$ cat src/ookt_pkg.sv
package ookt_pkg;
   // ----------------------------------------
   // register indices (byte address = 4 * index)
   // ----------------------------------------
   localparam logic [5:0] IDX_PAT_CTRL = 6'h12;
   localparam logic [5:0] IDX_THRESH = 6'h13;
   localparam logic [5:0] IDX_RSSI = 6'h14;
   localparam logic [5:0] IDX_PEAK_AVG = 6'h15;
   localparam logic [5:0] IDX_PAT_FIRST = 6'h16;
   localparam logic [5:0] IDX_PAT_SECOND = 6'h17;
   localparam logic [5:0] IDX_PAT_THIRD = 6'h18;
   localparam logic [5:0] IDX_PAT_LAST = 6'h19;
   localparam logic [5:0] IDX_TX_CFG = 6'h1A;
   localparam logic [5:0] IDX_SLICE_MODE = 6'h20;
   // ----------------------------------------
   // reset values
   // ----------------------------------------
   localparam logic [7:0] RST_PAT_CTRL = 8'h00;
   localparam logic [7:0] RST_THRESH = 8'h0C;
   localparam logic [7:0] RST_RSSI = 8'h00;
   localparam logic [7:0] RST_PEAK_AVG = 8'h00;
   localparam logic [7:0] RST_PAT = 8'h00;
   localparam logic [7:0] RST_TX_CFG = 8'h70;
   localparam logic [7:0] RST_SLICE_MODE = 8'h00;
   // ----------------------------------------
   // field positions
   // ----------------------------------------
   localparam int PAT_RECOG_BIT = 5;
   localparam int PAT_CNT_LSB = 3;
   localparam int STEP_LSB = 5;
   localparam int RATE_LSB = 2;
   localparam int COEFF_LSB = 0;
   localparam int SMOOTH_LSB = 4;
   localparam int POWER_LSB = 1;
   localparam int MODE_LSB = 0;
   localparam logic [7:0] TX_CFG_MASK = 8'hFE;
   localparam logic [7:0] PAT_CTRL_MASK = 8'h38;
   localparam logic [7:0] MODE_MASK = 8'h03;
   // ----------------------------------------
   // slicer modes and timing
   // ----------------------------------------
   localparam logic [1:0] MODE_FIXED = 2'h0;
   localparam logic [1:0] MODE_PEAK = 2'h1;
   localparam logic [1:0] MODE_AVG = 2'h2;
   localparam logic [7:0] SUB_TICKS_PER_CHIP = 8'h10;
   localparam int PAT_BITS = 32;
   // ----------------------------------------
   // state types
   // ----------------------------------------
   typedef enum logic [1:0] {
      TX_IDLE = 2'b01,
      TX_SEND = 2'b10
   } ookt_tx_state_t;
endpackage

$ cat src/ookt_config_regs.sv
// Design decision made here: the APB interface to the registers.
`timescale 1ns/100ps
//
// Contract
// - threshold field is fixed or floor level
// - peak decays by step code in half dB
// - peak update rate from rate code
// - averaging cutoff set by coefficient code
// - pattern sent first byte first, msb
// - transmit smoothing bandwidth from K, reset 7
// - output power code in bits 3:1
// - pattern byte count 1 to 4
// - detection only when recognition enabled
module ookt_config_regs
   import ookt_pkg::*;
(
   // clock and reset
   input wire logic clk_sys_i,
   input wire logic sys_rst_i,
   // apb slave
   input wire logic psel,
   input wire logic penable,
   input wire logic pwrite,
   input wire logic [7:0] paddr,
   input wire logic [31:0] pwdata,
   output logic [31:0] prdata,
   output logic pready,
   output logic pslverr,
   // receive path
   input wire logic [7:0] rssi_i,
   input wire logic rssi_valid_i,
   input wire logic chip_tick_i,
   input wire logic sub_tick_i,
   input wire logic rx_bit_i,
   input wire logic rx_bit_tick_i,
   output logic [7:0] slicer_threshold_o,
   output logic slice_bit_o,
   output logic pattern_found_o,
   // transmit path and averaging shift
   input wire logic tx_start_i,
   input wire logic tx_bit_tick_i,
   output logic tx_busy_o,
   output logic tx_bit_o,
   output logic [3:0] transmit_smoothing_bw_o,
   output logic [2:0] tx_power_code_o,
   output logic [2:0] average_filter_coeff_o
);
   // ----------------------------------------
   // helpers
   // ----------------------------------------
   function automatic logic [31:0] byte_mask(input logic [1:0] cnt);
      byte_mask = 32'hFFFF_FFFF >> {3'b011 - {1'b0, cnt}, 3'b000};
   endfunction

   function automatic logic [7:0] step_half_db(input logic [2:0] code);
      if (code[2]) begin
         step_half_db = ({6'h00, code[1:0]} + 8'h03) << 1;
      end else begin
         step_half_db = {5'h00, code} + 8'h01;
      end
   endfunction

   // ----------------------------------------
   // registers
   // ----------------------------------------
   logic [7:0] pat_ctrl_q, pat_ctrl_d;
   logic [7:0] thresh_q, thresh_d;
   logic [7:0] rssi_q, rssi_d;
   logic [7:0] peak_avg_q, peak_avg_d;
   logic [7:0] pat_q [4];
   logic [7:0] pat_d [4];
   logic [7:0] tx_cfg_q, tx_cfg_d;
   logic [7:0] mode_q, mode_d;
   logic [31:0] rdata_q, rdata_d;
   logic err_q, err_d;

   logic setup;
   logic wr_en;
   logic [5:0] idx;
   logic hit;
   logic [7:0] rd_byte;

   assign setup = psel && !penable;
   assign idx = paddr[7:2];
   assign wr_en = psel && penable && pwrite && !pslverr;
   assign pready = 1'b1;
   assign prdata = rdata_q;
   assign pslverr = err_q && psel && penable;

   // ----------------------------------------
   // address decode and read mux
   // ----------------------------------------
   always_comb begin
      hit = 1'b1;
      rd_byte = 8'h00;
      case (idx)
         IDX_PAT_CTRL: rd_byte = pat_ctrl_q;
         IDX_THRESH: rd_byte = thresh_q;
         IDX_RSSI: rd_byte = rssi_q;
         IDX_PEAK_AVG: rd_byte = peak_avg_q;
         IDX_PAT_FIRST: rd_byte = pat_q[0];
         IDX_PAT_SECOND: rd_byte = pat_q[1];
         IDX_PAT_THIRD: rd_byte = pat_q[2];
         IDX_PAT_LAST: rd_byte = pat_q[3];
         IDX_TX_CFG: rd_byte = tx_cfg_q;
         IDX_SLICE_MODE: rd_byte = mode_q;
         default: hit = 1'b0;
      endcase
      if (paddr[1:0] != 2'b00) begin
         hit = 1'b0;
      end
   end

   always_comb begin
      rdata_d = rdata_q;
      err_d = err_q;
      if (setup) begin
         err_d = !hit;
         rdata_d = (hit && !pwrite) ? {24'h00_0000, rd_byte} : 32'h0000_0000;
      end
   end

   // ----------------------------------------
   // register writes
   // ----------------------------------------
   always_comb begin
      pat_ctrl_d = pat_ctrl_q;
      thresh_d = thresh_q;
      peak_avg_d = peak_avg_q;
      tx_cfg_d = tx_cfg_q;
      mode_d = mode_q;
      for (int i = 0; i < 4; i++) begin
         pat_d[i] = pat_q[i];
      end
      rssi_d = rssi_valid_i ? rssi_i : rssi_q;
      if (wr_en) begin
         case (idx)
            IDX_PAT_CTRL: pat_ctrl_d = pwdata[7:0] & PAT_CTRL_MASK;
            IDX_THRESH: thresh_d = pwdata[7:0];
            IDX_PEAK_AVG: peak_avg_d = pwdata[7:0];
            IDX_PAT_FIRST: pat_d[0] = pwdata[7:0];
            IDX_PAT_SECOND: pat_d[1] = pwdata[7:0];
            IDX_PAT_THIRD: pat_d[2] = pwdata[7:0];
            IDX_PAT_LAST: pat_d[3] = pwdata[7:0];
            IDX_TX_CFG: tx_cfg_d = pwdata[7:0] & TX_CFG_MASK;
            IDX_SLICE_MODE: mode_d = pwdata[7:0] & MODE_MASK;
            default: mode_d = mode_q;
         endcase
      end
   end

   always_ff @(posedge clk_sys_i or posedge sys_rst_i) begin
      if (sys_rst_i) begin
         pat_ctrl_q <= RST_PAT_CTRL;
         thresh_q <= RST_THRESH;
         rssi_q <= RST_RSSI;
         peak_avg_q <= RST_PEAK_AVG;
         tx_cfg_q <= RST_TX_CFG;
         mode_q <= RST_SLICE_MODE;
         rdata_q <= 32'h0000_0000;
         err_q <= 1'b0;
         for (int i = 0; i < 4; i++) begin
            pat_q[i] <= RST_PAT;
         end
      end else begin
         pat_ctrl_q <= pat_ctrl_d;
         thresh_q <= thresh_d;
         rssi_q <= rssi_d;
         peak_avg_q <= peak_avg_d;
         tx_cfg_q <= tx_cfg_d;
         mode_q <= mode_d;
         rdata_q <= rdata_d;
         err_q <= err_d;
         for (int i = 0; i < 4; i++) begin
            pat_q[i] <= pat_d[i];
         end
      end
   end

   // ----------------------------------------
   // field views
   // ----------------------------------------
   logic [2:0] peak_decay_step;
   logic [2:0] peak_update_rate;
   logic [1:0] average_filter_coeff;
   logic [1:0] pattern_byte_count;
   logic recog_en;
   logic [1:0] slice_mode;
   logic [31:0] pattern_word;

   assign peak_decay_step = peak_avg_q[STEP_LSB +: 3];
   assign peak_update_rate = peak_avg_q[RATE_LSB +: 3];
   assign average_filter_coeff = peak_avg_q[COEFF_LSB +: 2];
   assign pattern_byte_count = pat_ctrl_q[PAT_CNT_LSB +: 2];
   assign recog_en = pat_ctrl_q[PAT_RECOG_BIT];
   assign slice_mode = mode_q[MODE_LSB +: 2];
   assign pattern_word = {pat_q[0], pat_q[1], pat_q[2], pat_q[3]};
   assign transmit_smoothing_bw_o = tx_cfg_q[SMOOTH_LSB +: 4];
   assign tx_power_code_o = tx_cfg_q[POWER_LSB +: 3];

   // averaging shift 5,3,2,1 gives chip/32pi .. chip/2pi
   always_comb begin
      case (average_filter_coeff)
         2'b00: average_filter_coeff_o = 3'd5;
         2'b01: average_filter_coeff_o = 3'd3;
         2'b10: average_filter_coeff_o = 3'd2;
         default: average_filter_coeff_o = 3'd1;
      endcase
   end

   // ----------------------------------------
   // peak pacing
   // ----------------------------------------
   logic peak_update;

   ookt_update_pacer u_pacer (
      .clk_sys_i(clk_sys_i),
      .sys_rst_i(sys_rst_i),
      .sub_tick_i(sub_tick_i),
      .rate_i(peak_update_rate),
      .update_o(peak_update)
   );

   // ----------------------------------------
   // peak tracker, averager and slicer
   // ----------------------------------------
   logic [7:0] peak_q, peak_d;
   logic [7:0] avg_q, avg_d;
   logic [7:0] thr_q, thr_d;
   logic slice_q, slice_d;
   logic [7:0] step;
   logic [8:0] diff;

   assign step = step_half_db(peak_decay_step);
   assign diff = {1'b0, rssi_i} - {1'b0, avg_q};

   always_comb begin
      peak_d = peak_q;
      avg_d = avg_q;
      if (peak_update) begin
         peak_d = (peak_q > step) ? peak_q - step : 8'h00;
      end
      if (rssi_valid_i && rssi_i > peak_d) begin
         peak_d = rssi_i;
      end
      if (chip_tick_i) begin
         avg_d = avg_q + 8'(signed'(diff) >>> average_filter_coeff_o);
      end
      case (slice_mode)
         MODE_PEAK: thr_d = (peak_q > thresh_q) ? peak_q : thresh_q;
         MODE_AVG: thr_d = avg_q;
         default: thr_d = thresh_q;
      endcase
      slice_d = slice_q;
      if (rssi_valid_i) begin
         slice_d = (rssi_i >= thr_q);
      end
   end

   always_ff @(posedge clk_sys_i or posedge sys_rst_i) begin
      if (sys_rst_i) begin
         peak_q <= 8'h00;
         avg_q <= 8'h00;
         thr_q <= RST_THRESH;
         slice_q <= 1'b0;
      end else begin
         peak_q <= peak_d;
         avg_q <= avg_d;
         thr_q <= thr_d;
         slice_q <= slice_d;
      end
   end

   assign slicer_threshold_o = thr_q;
   assign slice_bit_o = slice_q;

   // ----------------------------------------
   // start pattern detector
   // ----------------------------------------
   logic [31:0] rx_sh_q, rx_sh_d;
   logic found_q, found_d;
   logic [31:0] want;

   assign want = pattern_word >> {3'b011 - {1'b0, pattern_byte_count}, 3'b000};

   always_comb begin
      rx_sh_d = rx_sh_q;
      found_d = 1'b0;
      if (rx_bit_tick_i) begin
         rx_sh_d = {rx_sh_q[30:0], rx_bit_i};
         found_d = recog_en &&
            ((rx_sh_d & byte_mask(pattern_byte_count)) == (want & byte_mask(pattern_byte_count)));
      end
   end

   always_ff @(posedge clk_sys_i or posedge sys_rst_i) begin
      if (sys_rst_i) begin
         rx_sh_q <= 32'h0000_0000;
         found_q <= 1'b0;
      end else begin
         rx_sh_q <= rx_sh_d;
         found_q <= found_d;
      end
   end

   assign pattern_found_o = found_q;

   // ----------------------------------------
   // start pattern transmitter
   // ----------------------------------------
   ookt_pattern_tx u_tx (
      .clk_sys_i(clk_sys_i),
      .sys_rst_i(sys_rst_i),
      .start_i(tx_start_i),
      .bit_tick_i(tx_bit_tick_i),
      .pattern_i(pattern_word),
      .count_i(pattern_byte_count),
      .busy_o(tx_busy_o),
      .bit_o(tx_bit_o)
   );
endmodule

$ cat src/ookt_pattern_tx.sv
`timescale 1ns/100ps
module ookt_pattern_tx
   import ookt_pkg::*;
(
   // clock and reset
   input wire logic clk_sys_i,
   input wire logic sys_rst_i,
   // control
   input wire logic start_i,
   input wire logic bit_tick_i,
   input wire logic [31:0] pattern_i,
   input wire logic [1:0] count_i,
   // serial out
   output logic busy_o,
   output logic bit_o
);
   ookt_tx_state_t state_q, state_d;
   logic [31:0] sh_q, sh_d;
   logic [5:0] left_q, left_d;

   // ----------------------------------------
   // msb-first serialiser
   // ----------------------------------------
   always_comb begin
      state_d = state_q;
      sh_d = sh_q;
      left_d = left_q;
      case (state_q)
         TX_IDLE: begin
            if (start_i) begin
               sh_d = pattern_i;
               left_d = {1'b0, count_i, 3'b111} + 6'h01;
               state_d = TX_SEND;
            end
         end
         TX_SEND: begin
            if (bit_tick_i) begin
               sh_d = {sh_q[30:0], 1'b0};
               left_d = left_q - 6'h01;
               if (left_q == 6'h01) begin
                  state_d = TX_IDLE;
               end
            end
         end
         default: begin
            state_d = TX_IDLE;
         end
      endcase
   end

   always_ff @(posedge clk_sys_i or posedge sys_rst_i) begin
      if (sys_rst_i) begin
         state_q <= TX_IDLE;
         sh_q <= 32'h0000_0000;
         left_q <= 6'h00;
      end else begin
         state_q <= state_d;
         sh_q <= sh_d;
         left_q <= left_d;
      end
   end

   assign busy_o = (state_q == TX_SEND);
   assign bit_o = sh_q[31];
endmodule

$ cat src/ookt_update_pacer.sv
`timescale 1ns/100ps
module ookt_update_pacer
   import ookt_pkg::*;
(
   // clock and reset
   input wire logic clk_sys_i,
   input wire logic sys_rst_i,
   // timing
   input wire logic sub_tick_i,
   input wire logic [2:0] rate_i,
   // strobe
   output logic update_o
);
   logic [7:0] cnt_q, cnt_d;
   logic upd_q, upd_d;
   logic [7:0] period;

   // ----------------------------------------
   // update period in sub-chip ticks
   // ----------------------------------------
   always_comb begin
      if (rate_i[2]) begin
         period = SUB_TICKS_PER_CHIP >> rate_i[1:0] >> 1;
      end else begin
         period = SUB_TICKS_PER_CHIP << rate_i[1:0];
      end
   end

   always_comb begin
      cnt_d = cnt_q;
      upd_d = 1'b0;
      if (sub_tick_i) begin
         if (cnt_q + 8'h01 >= period) begin
            cnt_d = 8'h00;
            upd_d = 1'b1;
         end else begin
            cnt_d = cnt_q + 8'h01;
         end
      end
   end

   always_ff @(posedge clk_sys_i or posedge sys_rst_i) begin
      if (sys_rst_i) begin
         cnt_q <= 8'h00;
         upd_q <= 1'b0;
      end else begin
         cnt_q <= cnt_d;
         upd_q <= upd_d;
      end
   end

   assign update_o = upd_q;
endmodule

$ cat config.mk
export PLATFORM = sky130hd
export DESIGN_NAME = ookt_config_regs
export DESIGN_NICKNAME = d
export VERILOG_FILES = /design/src/ookt_pkg.sv /design/src/ookt_config_regs.sv /design/src/ookt_pattern_tx.sv /design/src/ookt_update_pacer.sv
export SDC_FILE = /design/constraint.sdc
export NUM_CORES = 1
export LEC_CHECK = 0
export BUFFER_PORTS_ARGS = -buffer_cell sky130_fd_sc_hd__buf_2
export CORE_MARGIN = 2
export CORE_UTILIZATION = 55
export DETAILED_ROUTE_END_ITERATION = 10
export GPL_TIMING_DRIVEN = 0
export PLACE_DENSITY_LB_ADDON = 0.3
export SYNTH_ARGS = -nofsm -noshare
export SYNTH_HDL_FRONTEND = slang
export SYNTH_SLANG_ARGS = --single-unit
$ cat constraint.sdc
create_clock -name clk_sys_i -period 6.8 [get_ports clk_sys_i]
set_clock_uncertainty 0.05 [all_clocks]
set_input_delay 1.36 -clock clk_sys_i [delete_from_list [all_inputs] [get_ports clk_sys_i]]
set_output_delay 1.36 -clock clk_sys_i [all_outputs]
set_load 0.01 [all_outputs]
==> flow_summary.ini <==
[clocking]
clock-sinks = 183
clk_pin_slew_worst_paths_ps = 80
h-tree-depth = 4
cts-resized-gates = 0
hold_buffers = 0
cts_setup_buffers = 0
clk_path_buf_depth = 2
clkLatencyLatePin_ps = 440
root_buffer = clkbuf_16
cts_buffers = 17
cts_tree = yes

[route]
firstDrtPassIters = 7
antenna_left = 0
wl_per_cell_um = 18.9
vias_per_cell = 5.91
vias = 8719
routed_wl_mm = 27.9
drc = 0
dr.first_iter.drc_count = 731

[synthesis]
synth_edf_count = 0
synth_top_cell_by_area = dfrtp_1
ys_seq_area_share_pct = 41.4
synth_seq_cells = 183
synth_area_leaders = dfrtp_1, mux2_2, ha_1, mux2i_1, o21ai_0
syn_area_um2 = 11100
synth_top_area_share_pct = 39.5
synthArstFlopShare_pct = 100
synthCells = 1088
synth_cell_type_count = 68
ys.flop_type = dfrtp_1
ys_warn_count = 0
syn_area_per_cell_um2 = 10.2

[timing]
tns_ps = 0
fmax_mhz = 197
worst_pin_slew_ps = 782
rsz0062_at_grt = false
hold_viol = 0
setup_viol = 0
period_needed_ps = 5070
slew_headroom_pct = 47.4
slew_viol_final = 0
period_share_pct = 74.6

[finish]
antenna_cells = 0
fin_area_um2 = 12500
drive_above_1_share_pct = 21.0
final_common_cell = dfrtp_1
area_growth_pct = 12.3
final_cell_mix = dfrtp_1, mux2_2, nand2_1, o21ai_0, buf_2
layout.nets = 1322

[hold_path]
hold_path.class = register to register
hp-start = u_tx.sh_q[24]
holdPathStages = 2

[global_route]
antenna_found_initial = 0
grt_pass1_vias = 8384
grt_usage_pct = 26.9
overflow = 0
grt_pass1_wl_mm = 45.2
grt_max_degree = 109

[place]
place_area_um2 = 11900
portBuffers = 66
place.gp.congestion = 0.954
hpwl_mm = 20.4

[run_status]
outcome = finished, final reports clean

[floorplan]
coreArea_um2 = 19600
io_pins = 116
fp.dieW_um = 146
start_util_pct = 56.6
die_h_um = 146
row_count = 51
dieArea_um2 = 21300

[power_and_ir_drop]
ir_worst_vdd_mv = 0.246
leakagePower_uw = 0.00576
power.density_nw_per_um2 = 328

[critical_path]
worstReg2RegStart = peak_avg_q[5]
critPathRequiredTime_ps = 7070
path_class = input pin to register
critical_path_arrival_ps = 5340
crit_fanout = 5
startpoint = rssi_i[0]
critPathLaunchType = input pin
reg2reg_depth = 20
endpoint_kind = register

[run]
cap_violations = 0
-- cells in the mapped netlist (all sizes together) (7+ instances only) --
cell and number:
a211oi 10, a21o 14, a21oi 48, a221oi 10, a222oi 7, a22oi 7
a31oi 7, a32oi 9, and3 11, buf 42, clkbuf 26, dfrtp 175
dfstp 8, ha 62, inv 63, mux2 106, mux2i 69, nand2 91
nand2b 15, nand3 12, nand3b 8, nor2 48, nor2b 17, nor3 12
o21ai 83, xnor2 30, xor2 17
-- routing by layer --
layer | routed length, um | track usage, % | vias up
met4 | 601 | 8.82 | 0
met1 | 12900 | 39.9 | 4265
li1 | - | - | 4075
met3 | 2320 | 5.64 | 40
met5 | 0 | 0 | -
met2 | 12100 | 39.3 | 339
-- final cells by class --
class | instances | area, um^2
plain buffers | 68 | 365
repair buffers | 67 | 358
clock buffers | 17 | 425
clock inverters | 15 | 160
fillers | 1630 | 7140
well taps | 265 | 332
multi-input cells | 795 | 5970
inverters | 65 | 251
flip-flops and latches | 183 | 4590
-- critical path, cell delays in order --
cell and delay (ps):
buf_2 120, inv_1 140, ha_1 190, inv_1 50, fa_1 410, a211oi_1 330
o21bai_1 110, a21oi_1 180, xnor2_1 270, mux2i_1 140, mux2_2 270, o21ai_0 200
ha_1 310, and3_1 180, a221o_1 350, nor4_1 190, nor3_1 120, a21oi_1 120
and3b_1 200, xnor2_1 120
-- worst paths after layout --
kind / endpoint / slack (ps)
worst max-delay path: avg_q[7] / 1730
worst min-delay path: u_tx.sh_q[24] / 430
worst max register to register: peak_q[0] / 2180
worst min register to register: u_tx.sh_q[24] / 430
max in group asynchronous: pat_ctrl_q[5] / 4840
min in group asynchronous: prdata[1] / 920
-- registers in the layout, summed over array words and instances, names as in the netlist, 2 cells and up --
name / flops
rx_sh_q: 31
peak_q: 8
peak_avg_q: 8
u_tx.left_q: 6
u_pacer.cnt_q: 8
rssi_q: 8
tx_cfg_q: 7
prdata: 8
thresh_q: 8
u_tx.state_q: 2
pat_ctrl_q: 3
pat_q: 32
mode_q: 2
slicer_threshold_o: 8
avg_q: 8
u_tx.sh_q: 32
-- stage by stage --
step | util (%) | total power (uW) | hold slack [ps] | setup slack, ps | instances
6_report | 63.6 | 4090 | 434 | 1730 | 1475
5_1_grt | 63.6 | 4380 | 455 | 1470 | 1475
4_1_cts | 63.6 | 4090 | 437 | 1750 | 1475
3_5_place_dp | 60.6 | 3110 | 420 | 1310 | 1443
3_3_place_gp | 60.4 | 3040 | 410 | -1580 | 1442
2_1_floorplan | - | 2730 | 399 | 431 | 1111
-- where the power goes --
group,total (uW),internal (uW),switching (uW)
registers,1490,1280,219
clock network,982,491,491
logic,1610,762,851
-- cell families after synthesis --
family | synth area share, %
flops | 41.4
other cells | 0.0678
fa+ha+maj | 7.54
xor+xnor | 3.71
buf+inv | 5.50
simple gates | 11.1
compound gates | 13.2
mux | 17.4
Note: power is estimated with default switching activity, not from simulation.
